**src/inc/osvm_pkg.sv**
```systemverilog
// Purpose: constants shared by the output stage volume mixer
// Assumes: 8-bit registers at their printed offsets, 7-bit attenuation codes
// Notes:   gain table holds attenuation in tenths of a dB per code
package osvm_pkg;

    // ----------------------------------------------------------------
    // register map
    // ----------------------------------------------------------------
    localparam int          ADDR_W          = 7;                 // register address width
    localparam int          DATA_W          = 8;                 // register data width
    localparam logic [6:0]  LINE2_ROUTE_OFS = 7'h2d;             // left line input two route
    localparam logic [6:0]  GAIN_ROUTE_OFS  = 7'h2e;             // left input gain stage route
    localparam logic [6:0]  HP_LEVEL_OFS    = 7'h33;             // left headphone out level/status
    localparam logic [7:0]  ROUTE_RST       = 8'h00;             // route register reset value

    // ----------------------------------------------------------------
    // field layout
    // ----------------------------------------------------------------
    localparam int          ROUTE_EN_BIT    = 7;                 // route connect bit
    localparam int          CODE_W          = 7;                 // attenuation code width
    localparam int          PENDING_BIT     = 1;                 // gain change pending status bit
    localparam logic [6:0]  CODE_ZERO_DB    = 7'h00;             // 0 dB code
    localparam logic [6:0]  CODE_LAST       = 7'h75;             // last attenuating code (117)
    localparam logic [6:0]  CODE_MUTE       = 7'h76;             // first mute code (118)

    // ----------------------------------------------------------------
    // gain arithmetic
    // ----------------------------------------------------------------
    localparam int          NUM_PATHS       = 2;                 // routes into left headphone out
    localparam int          SAMPLE_W        = 16;                // audio sample width
    localparam int          TENTHS_W        = 10;                // attenuation in 0.1 dB
    localparam int          MANT_W          = 16;                // linear gain, Q15
    localparam int          MANT_FRAC       = 15;                // fraction bits of linear gain
    localparam logic [9:0]  TENTHS_PER_6DB  = 10'h03c;           // one halving of amplitude
    localparam logic [9:0]  TENTHS_PER_STEP = 10'h005;           // half a dB

    // ----------------------------------------------------------------
    // timing
    // ----------------------------------------------------------------
    localparam int          CLK_MHZ         = 125;               // clock rate
    localparam int          STEP_US         = 8;                 // time between soft gain steps
    localparam int          STEP_CYCLES     = STEP_US * CLK_MHZ; // cycles between steps

    // attenuation in tenths of a dB, codes 0 to 117
    localparam logic [9:0] GAIN_TENTHS [0:117] = '{
        10'd0,   10'd5,   10'd10,  10'd15,  10'd20,  10'd25,  10'd30,  10'd35,  10'd40,  10'd45,
        10'd50,  10'd55,  10'd60,  10'd65,  10'd70,  10'd75,  10'd80,  10'd85,  10'd90,  10'd95,
        10'd100, 10'd105, 10'd110, 10'd115, 10'd120, 10'd125, 10'd130, 10'd135, 10'd140, 10'd145,
        10'd150, 10'd155, 10'd160, 10'd165, 10'd170, 10'd175, 10'd180, 10'd186, 10'd191, 10'd196,
        10'd201, 10'd206, 10'd211, 10'd216, 10'd221, 10'd226, 10'd231, 10'd236, 10'd241, 10'd246,
        10'd251, 10'd256, 10'd261, 10'd266, 10'd271, 10'd276, 10'd281, 10'd286, 10'd291, 10'd296,
        10'd301, 10'd306, 10'd311, 10'd316, 10'd321, 10'd326, 10'd331, 10'd336, 10'd341, 10'd346,
        10'd351, 10'd357, 10'd361, 10'd367, 10'd371, 10'd377, 10'd382, 10'd387, 10'd392, 10'd397,
        10'd402, 10'd407, 10'd412, 10'd417, 10'd422, 10'd427, 10'd432, 10'd438, 10'd443, 10'd448,
        10'd452, 10'd458, 10'd462, 10'd467, 10'd474, 10'd479, 10'd482, 10'd487, 10'd493, 10'd500,
        10'd503, 10'd510, 10'd514, 10'd518, 10'd522, 10'd527, 10'd537, 10'd542, 10'd553, 10'd567,
        10'd583, 10'd602, 10'd627, 10'd643, 10'd662, 10'd687, 10'd722, 10'd783
    };

    // linear gain of each half-dB step inside one 6 dB octave, Q15
    localparam logic [15:0] MANT [0:11] = '{
        16'h8000, 16'h78d7, 16'h7215, 16'h6bb3, 16'h65ad, 16'h5ffd,
        16'h5a9e, 16'h558c, 16'h50c3, 16'h4c3f, 16'h47fb, 16'h43f4
    };

endpackage

```
**src/rtl/osvm_top.sv**
```systemverilog
// Contract
// - each route has own attenuator with mute
// - independent attenuator per source and destination
// - roughly half dB steps, coarser at end
// - fixed code table, 118 to 127 mute
// - line two register bit 7 connects
// - line two bits 6-0 attenuation code
// - gain stage register bit 7 connects
// - gain stage bits 6-0 readable writable code
// - both route registers reset to zero
// - status bit high while gain change pending
//
// Purpose: routing/volume registers and digital model of the left headphone mix
// Assumes: register port and sample inputs synchronous to MCLK_I
// Notes:   applied codes walk one step per STEP_CNT cycles (default STEP_CYCLES) toward the written code
`timescale 1ns/1ns
module osvm_top
    import osvm_pkg::*;
#(
    parameter int STEP_CNT = STEP_CYCLES                 // cycles between soft gain steps
) (
    input  wire logic                 MCLK_I,            // system clock
    input  wire logic                 RST_N_I,           // async reset, active low
    input  wire logic                 REG_WR_I,          // register write strobe
    input  wire logic                 REG_RD_I,          // register read strobe
    input  wire logic [ADDR_W-1:0]    REG_ADDR_I,        // register offset
    input  wire logic [DATA_W-1:0]    REG_WDATA_I,       // register write data
    input  wire logic                 SAMPLE_VALID_I,    // new input sample pair
    input  wire logic [SAMPLE_W-1:0]  LINE_TWO_SAMPLE_I, // left line input two sample
    input  wire logic [SAMPLE_W-1:0]  GAIN_STAGE_SAMPLE_I, // left input gain stage sample
    output logic      [DATA_W-1:0]    REG_RDATA_O,       // register read data
    output logic                      REG_RVALID_O,      // read data valid pulse
    output logic      [SAMPLE_W-1:0]  HP_SAMPLE_O,       // left headphone out mix
    output logic                      HP_VALID_O,        // mix valid pulse
    output logic                      HP_PENDING_O       // gain change still pending
);

    // ----------------------------------------------------------------
    // helper functions
    // ----------------------------------------------------------------

    // mute codes collapse onto the first mute code
    function automatic logic [CODE_W-1:0] clamp_code(input logic [CODE_W-1:0] c);
        clamp_code = (c > CODE_LAST) ? CODE_MUTE : c;
    endfunction

    // code to Q15 linear gain, zero for mute
    function automatic logic [MANT_W-1:0] code_to_lin(input logic [CODE_W-1:0] c);
        logic [TENTHS_W-1:0] att;
        logic [TENTHS_W-1:0] oct;
        logic [TENTHS_W-1:0] rem;
        att = '0;
        oct = '0;
        rem = '0;
        if (c > CODE_LAST) begin
            code_to_lin = '0;
        end else begin
            att = GAIN_TENTHS[c];
            oct = att / TENTHS_PER_6DB;
            rem = (att % TENTHS_PER_6DB) / TENTHS_PER_STEP;
            code_to_lin = MANT[rem[3:0]] >> oct;
        end
    endfunction

    // ----------------------------------------------------------------
    // reset release
    // ----------------------------------------------------------------
    logic [1:0] rst_sync_q;   // release shift register
    logic       rst_n;        // synchronised reset

    // two-flop release of the async reset
    always_ff @(posedge MCLK_I or negedge RST_N_I) begin
        if (!RST_N_I) begin
            rst_sync_q <= 2'h0;
        end else begin
            rst_sync_q <= {rst_sync_q[0], 1'b1};
        end
    end
    assign rst_n = rst_sync_q[1];

    // ----------------------------------------------------------------
    // step timer
    // ----------------------------------------------------------------
    logic [31:0] tick_cnt_q;  // cycles since last step
    logic [31:0] tick_cnt_d;  // next count
    logic        step;        // one-cycle step strobe

    // free-running divider for the soft steps
    always_comb begin
        step       = (tick_cnt_q == 32'(STEP_CNT - 1));
        tick_cnt_d = step ? 32'h0000_0000 : tick_cnt_q + 32'h0000_0001;
    end

    always_ff @(posedge MCLK_I or negedge rst_n) begin
        if (!rst_n) begin
            tick_cnt_q <= 32'h0000_0000;
        end else begin
            tick_cnt_q <= tick_cnt_d;
        end
    end

    // ----------------------------------------------------------------
    // per-path route register, applied code and contribution
    // ----------------------------------------------------------------
    localparam logic [6:0] PATH_OFS [0:NUM_PATHS-1] = '{LINE2_ROUTE_OFS, GAIN_ROUTE_OFS};

    logic [DATA_W-1:0]   route_q   [NUM_PATHS];  // route registers
    logic [CODE_W-1:0]   applied_q [NUM_PATHS];  // code now in effect
    logic [NUM_PATHS-1:0] busy;                  // path still stepping
    logic signed [SAMPLE_W+1:0] contrib [NUM_PATHS]; // scaled sample per path
    logic [SAMPLE_W-1:0] in_sample [NUM_PATHS];  // path input samples

    assign in_sample[0] = LINE_TWO_SAMPLE_I;
    assign in_sample[1] = GAIN_STAGE_SAMPLE_I;

    for (genvar p = 0; p < NUM_PATHS; p++) begin : g_path
        logic [DATA_W-1:0]   route_d;   // next route register
        logic [CODE_W-1:0]   applied_d; // next applied code
        logic [CODE_W-1:0]   target;    // written code, mute clamped
        logic signed [SAMPLE_W+MANT_W:0] prod; // sample times gain

        // register write and soft stepping toward the written code
        always_comb begin
            route_d   = route_q[p];
            if (REG_WR_I && (REG_ADDR_I == PATH_OFS[p])) begin
                route_d = REG_WDATA_I;
            end
            target    = clamp_code(route_q[p][CODE_W-1:0]);
            applied_d = applied_q[p];
            if (step && (applied_q[p] < target)) begin
                applied_d = applied_q[p] + 7'h01;
            end else if (step && (applied_q[p] > target)) begin
                applied_d = applied_q[p] - 7'h01;
            end
            busy[p] = (applied_q[p] != target);
        end

        always_ff @(posedge MCLK_I or negedge rst_n) begin
            if (!rst_n) begin
                route_q[p]   <= ROUTE_RST;
                applied_q[p] <= CODE_ZERO_DB;
            end else begin
                route_q[p]   <= route_d;
                applied_q[p] <= applied_d;
            end
        end

        always_comb begin
            prod = $signed(in_sample[p]) * $signed({1'b0, code_to_lin(applied_q[p])});
            if (route_q[p][ROUTE_EN_BIT]) begin
                contrib[p] = prod[SAMPLE_W+MANT_FRAC+1:MANT_FRAC];
            end else begin
                contrib[p] = '0;
            end
        end
    end

    // ----------------------------------------------------------------
    // mix and saturate
    // ----------------------------------------------------------------
    logic signed [SAMPLE_W+1:0] mix_sum;        // sum of contributions
    logic [SAMPLE_W-1:0]        hp_sample_d;    // next mix output
    logic                       hp_valid_d;     // next valid
    logic                       hp_pending_d;   // next pending flag

    always_comb begin
        mix_sum = '0;
        for (int i = 0; i < NUM_PATHS; i++) begin
            mix_sum = mix_sum + contrib[i];
        end
        hp_sample_d = HP_SAMPLE_O;
        if (SAMPLE_VALID_I) begin
            if (mix_sum > 18'sh0_7fff) begin
                hp_sample_d = 16'h7fff;                 // clip high
            end else if (mix_sum < -18'sh0_8000) begin
                hp_sample_d = 16'h8000;                 // clip low
            end else begin
                hp_sample_d = mix_sum[SAMPLE_W-1:0];
            end
        end
        hp_valid_d   = SAMPLE_VALID_I;
        hp_pending_d = |busy;
    end

    always_ff @(posedge MCLK_I or negedge rst_n) begin
        if (!rst_n) begin
            HP_SAMPLE_O  <= 16'h0000;
            HP_VALID_O   <= 1'b0;
            HP_PENDING_O <= 1'b0;
        end else begin
            HP_SAMPLE_O  <= hp_sample_d;
            HP_VALID_O   <= hp_valid_d;
            HP_PENDING_O <= hp_pending_d;
        end
    end

    // ----------------------------------------------------------------
    // register read
    // ----------------------------------------------------------------
    logic [DATA_W-1:0] rdata_d;   // next read data
    logic              rvalid_d;  // next read valid

    // read mux; unmapped offsets read zero
    always_comb begin
        rdata_d  = 8'h00;
        rvalid_d = REG_RD_I;
        if (REG_RD_I) begin
            case (REG_ADDR_I)
                LINE2_ROUTE_OFS: rdata_d = route_q[0];
                GAIN_ROUTE_OFS:  rdata_d = route_q[1];
                HP_LEVEL_OFS:    rdata_d[PENDING_BIT] = |busy;
                default:         rdata_d = 8'h00;
            endcase
        end
    end

    always_ff @(posedge MCLK_I or negedge rst_n) begin
        if (!rst_n) begin
            REG_RDATA_O  <= 8'h00;
            REG_RVALID_O <= 1'b0;
        end else begin
            REG_RDATA_O  <= rdata_d;
            REG_RVALID_O <= rvalid_d;
        end
    end

endmodule

```
**config.mk**
```make
export PLATFORM = sky130hd
export DESIGN_NAME = osvm_top
export DESIGN_NICKNAME = d
export VERILOG_FILES = /design/src/inc/osvm_pkg.sv /design/src/rtl/osvm_top.sv
export SDC_FILE = /design/constraint.sdc
export NUM_CORES = 2
export LEC_CHECK = 0
export BUFFER_PORTS_ARGS = -buffer_cell sky130_fd_sc_hd__buf_2
export CAP_MARGIN = 0
export CORE_MARGIN = 2
export CORE_UTILIZATION = 50
export CTS_BUF_LIST = sky130_fd_sc_hd__clkbuf_8
export DETAILED_ROUTE_END_ITERATION = 8
export PLACE_DENSITY = 0.68
export SETUP_SLACK_MARGIN = 0.2
export SLEW_MARGIN = 40
export SYNTH_ARGS = -nofsm -noshare
export SYNTH_HDL_FRONTEND = slang
export SYNTH_SLANG_ARGS = --single-unit
```
**constraint.sdc**
```tcl
create_clock -name MCLK_I -period 3.3 [get_ports MCLK_I]
set_input_delay 0.33 -clock MCLK_I [delete_from_list [all_inputs] [get_ports MCLK_I]]
set_output_delay 0.33 -clock MCLK_I [all_outputs]
set_load 0.01 [all_outputs]
```
==> out/metrics.sh <==
INSERTION_DELAY_NS=0.43
RUN_STATUS='finished with violations'
YOSYS_WARNINGS=0
CRITICAL_PATH.REG2REG.STARTPOINT='applied_q[8]'
POST-LAYOUT-TOTAL-POWER_mW=4.52
CP_MAX_FO=9
CTS_BUFFER_DEPTH=2
SYNTH.AVG_CELL_AREA_UM2=8.15
FIN_SKEW_NS=0.0310
PORT_BUFFERS=78
GRTUSAGETOTAL_PCT=30.2
MIN_DELAY_WORST_ENDPOINT='REG_RVALID_O'
NETLIST.TOP_CELL.BY_AREA='sky130_fd_sc_hd__fa_1'
WORST_HOLD_SLACK_NS=0.0919
WORSTSETUPPATHTYPE='reg2reg'
NUM_IO_PINS=79
ANTENNA_VIOLATIONS_BEFORE_REPAIR=0
FINAL_CELL_AREA_UM2=39500
SYNTH_MOST_COMMON_CELL='sky130_fd_sc_hd__inv_1'
CTS_ROOT_BUFFER='sky130_fd_sc_hd__clkbuf_8'
DIE_HEIGHT_UM=246
SYNTH.CELL_AREA_UM2=29300
CP_NUM_BUF_INV=14
CP_DATA_REQUIRED_TIME_NS=3.56
AVGVIACOUNTPERCELL=5.57
AVGROUTEDWIREPERCELL_UM=17.3
DRIVE_GT1_SHARE_PCT=32.7
START_UTIL_PCT=50.6
DP_HPWL_MM=71.2
POST-ROUTE-MIN-PERIOD_NS=15.70
PLACE_CONGESTION=0.924
PLACEMENT.CELL_AREA_UM2=36600
DESIGN.DIE.AREA_UM2=60500
YS_FF_LATCH=91
POST-SYNTH-TOP-AREA-FRACTION_PCT=26.6
YOSYS_MOST_USED_DFF='sky130_fd_sc_hd__dfrtp_1'
DRTANTENNAVIOLNETS=0
DRV_SLEW=0
REG2REG_SETUP_SLACK_NS=-12.40
DR_TOTAL_VIAS=29108
CP_SLOWEST_CELL='sky130_fd_sc_hd__or4b_4'
DETAILEDROUTE.FIRSTITERATIONVIOLATIONS=1874
DRT_WL_TOTAL_MM=90.3
POSTSYNTH.ASYNCRESETSHARE_PCT=100
CP_SLOWEST_STAGE_DELAY_NS=0.57
SYNTH_CELLS=3591
FP.COREAREA_UM2=57800
YS_TYPES=117
FAMILY_WITH_THE_MOST_DELAY_ON_THE_WORST_PATH='compound AO/OA/AOI/OAI gates'
CRIT_PATH_START_KIND='flip-flop'
ROUTE.DETAILED.DRC=0
CTS_INSERTED_BUFFERS=9
FINALHOLDVIOLATIONS=0
DP_WORST_SETUP_SLACK_NS=-12.34
TRITONCTS='yes'
CRITICAL_PATH.MOST_COMMON_CELL='sky130_fd_sc_hd__buf_4'
GRT_OVERFLOW=0
RR_ENDPOINT='HP_SAMPLE_O[2]'
FLOORPLAN.DIE.WIDTH_UM=246
POWER_DENSITY_NORMALIZED_TO_CELL_AREA_nW_PER_UM2=114
MAXCAPVIOLATIONS=0
LAYOUT-AREA-OVERHEAD-VS-SYNTH_PCT=35.1
TRITONCTS_NUM_SINKS=91
WORST_SLEW_PIN_TRAN_NS=0.877
CELL_ROW_COUNT=88
IRDROPWORSTVDD_mV=0.201
FINAL-SETUP-VIOL-COUNT=16
TIMING.SLEW.HEADROOM_PCT=41.5
FIRST_GLOBAL_VIAS=30137
SYNTH-SEQ-AREA-SHARE_PCT=7.78
NETLIST_TOP_CELLS_COUNT='536 x sky130_fd_sc_hd__inv_1, 424 x sky130_fd_sc_hd__nand2_1, 389 x sky130_fd_sc_hd__fa_1'
UNREPAIRED_SETUP_ENDPOINTS_AFTER_GLOBAL_ROUTING='true'
WORSTREGTOREGCELLS=76
HTREE_LEVELS=3
P_LEAK_nW=19.8
CRIT_ARRIVAL_NS=15.96
YS_TOP_CELLS_BY_AREA='sky130_fd_sc_hd__fa_1 27%, sky130_fd_sc_hd__ha_1 14%, sky130_fd_sc_hd__dfrtp_1 7.8%, sky130_fd_sc_hd__inv_1 6.9%, sky130_fd_sc_hd__nand2_1 5.4%'
FINALCOREUTILIZATION_PCT=68.4
PATH_CLK_SLEW_NS=0.11
POST_SYNTHESIS_NET_COUNT=4352
FMAX_MHz=63.7
HOLD_PATH_DEPTH=1
ENDPOINT_KIND='flip-flop'
POST-ROUTE-PERIOD-UTIL_PCT=476
WORSTHOLDPATHTYPE='in2reg'
SYNTH_ENABLE_FLOP_CELLS=0
DETAILEDROUTE.FIRSTPASSITERATIONCOUNT=7
MIN-DELAY-START='REG_RD_I'
PIN_COUNT_OF_THE_BIGGEST_NET_ENTERING_GLOBAL_ROUTING=40
DESIGN.FINAL.NETS=5216
FAILED_CHECKS='negative setup slack'
PNR_WORST_SETUP_SLACK_NS=-12.40
GRT_FIRST_PASS_WIRELENGTH_MM=149
## flip-flops by register name, indices dropped and copies added, names as in the netlist
signal	flops
HP_SAMPLE_O	16
route_q	16
tick_cnt_q	32
HP_PENDING_O	1
REG_RDATA_O	8
applied_q	14
HP_VALID_O	1
REG_RVALID_O	1
rst_sync_q	2
## where the power goes
| part | leakage [nW] | internal, mW | switching [mW] | total [mW] |
|---|---|---|---|---|
| logic | 18.5 | 1.19 | 1.22 | 2.42 |
| registers | 1.18 | 1.19 | 0.0577 | 1.25 |
| clock network | 0.109 | 0.369 | 0.489 | 0.858 |
| total | 19.8 | 2.75 | 1.77 | 4.52 |
## per-stage QoR
stage,setup TNS [ns],cells
after CTS,-187.83,5192
final,-197.37,5227
after floorplan,-189.09,3591
after global routing,-209.67,5225
after global placement,-195.60,5066
after detailed placement,-197.50,5067
## cells by family after synthesis
| logic type | Yosys count | synth area share, % |
|---|---|---|
| DFF | 91 | 7.78 |
| and+or+nand+nor | 1250 | 21.2 |
| AOI/OAI and AO/OA | 674 | 16.3 |
| other | 1 | 0.0128 |
| buffers and inverters | 716 | 9.41 |
| muxes | 51 | 1.98 |
| xor gates and xnor gates | 96 | 2.87 |
| adders and majority gates | 712 | 40.4 |
## layout by cell type, fill, tap and decap left out, types with 17 or more instances in the layout
cell                         n
sky130_fd_sc_hd__a21oi_2    40
sky130_fd_sc_hd__a21oi_1   110
sky130_fd_sc_hd__a31oi_1    22
sky130_fd_sc_hd__nor2_1    189
sky130_fd_sc_hd__nand2_1   408
sky130_fd_sc_hd__buf_2      78
sky130_fd_sc_hd__nand3_1    59
sky130_fd_sc_hd__o21a_1     20
sky130_fd_sc_hd__and2_1    216
sky130_fd_sc_hd__o21ai_1    36
sky130_fd_sc_hd__nand4_1    31
sky130_fd_sc_hd__and3_1     55
sky130_fd_sc_hd__inv_1     513
sky130_fd_sc_hd__nand2b_1   38
sky130_fd_sc_hd__and2_4     20
sky130_fd_sc_hd__fa_1      375
sky130_fd_sc_hd__xor2_1     29
sky130_fd_sc_hd__xnor2_1    58
sky130_fd_sc_hd__dfrtp_1    82
sky130_fd_sc_hd__a211oi_1   17
sky130_fd_sc_hd__ha_4       39
sky130_fd_sc_hd__a22oi_1    18
sky130_fd_sc_hd__mux2_2     18
sky130_fd_sc_hd__buf_6      35
sky130_fd_sc_hd__buf_4     901
sky130_fd_sc_hd__nor3_1     40
sky130_fd_sc_hd__nor2b_1    44
sky130_fd_sc_hd__o21bai_1   19
sky130_fd_sc_hd__inv_2      19
sky130_fd_sc_hd__o211ai_1   30
sky130_fd_sc_hd__a21o_1     30
sky130_fd_sc_hd__o21ai_0    85
sky130_fd_sc_hd__ha_1      277
## timing repair
item	in CTS	in global routing
pin swaps	177	102
setup buffers	106	33
gates resized for setup	253	109
cloned	2	0
hold buffers	1	0
endpoints found under the hold margin	2	0
endpoints found under the setup margin	24	24
## worst max path at each step
stage | startpoint | endpoint | slack (ns) | depth (start not counted)
2_1_floorplan | applied_q[1] | HP_SAMPLE_O[14] | -11.90 | 81
3_3_place_gp | applied_q[1] | HP_SAMPLE_O[6] | -12.24 | 67
3_5_place_dp | applied_q[0] | HP_SAMPLE_O[6] | -12.34 | 67
4_1_cts | applied_q[1] | HP_SAMPLE_O[13] | -11.79 | 79
5_1_grt | applied_q[0] | HP_SAMPLE_O[2] | -13.14 | 82
6_report | applied_q[8] | HP_SAMPLE_O[2] | -12.40 | 76
## cell type report
| class | instances | area [µm²] |
|---|---|---|
| diodes | 2 | 5.00 |
| clock inverters | 7 | 87.6 |
| flip-flops and latches | 91 | 2290 |
| inverters | 540 | 2050 |
| fillers | 4503 | 18300 |
| multi-input cells | 2784 | 26200 |
| clock buffers | 9 | 124 |
| repair buffers | 1029 | 7840 |
| well taps | 765 | 957 |
## worst reg2reg max path, delay by kind of cell (launching register included)
| kind | cells | cell delay [ns] |
|---|---|---|
| adder cells (fa/ha/maj) | 11 | 4.11 |
| AND/OR/NAND/NOR | 19 | 3.23 |
| XOR/XNOR | 2 | 0.27 |
| buffers and inverters | 14 | 1.85 |
| AO/OA/AOI/OAI | 27 | 5.00 |
| multiplexers | 3 | 0.58 |
| flip-flops | 1 | 0.44 |
## routing by layer
metal | GRT usage [%] | part of all wire, % | vias to the layer above
met2 | 50.2 | 48 | 1013
met1 | 39.2 | 42 | 14160
met5 | 0 | 0 | -
met3 | 5.11 | 6.6 | 247
li1 | - | - | 13688
met4 | 11.3 | 3.8 | 0
(Power assumes the default switching activity.)
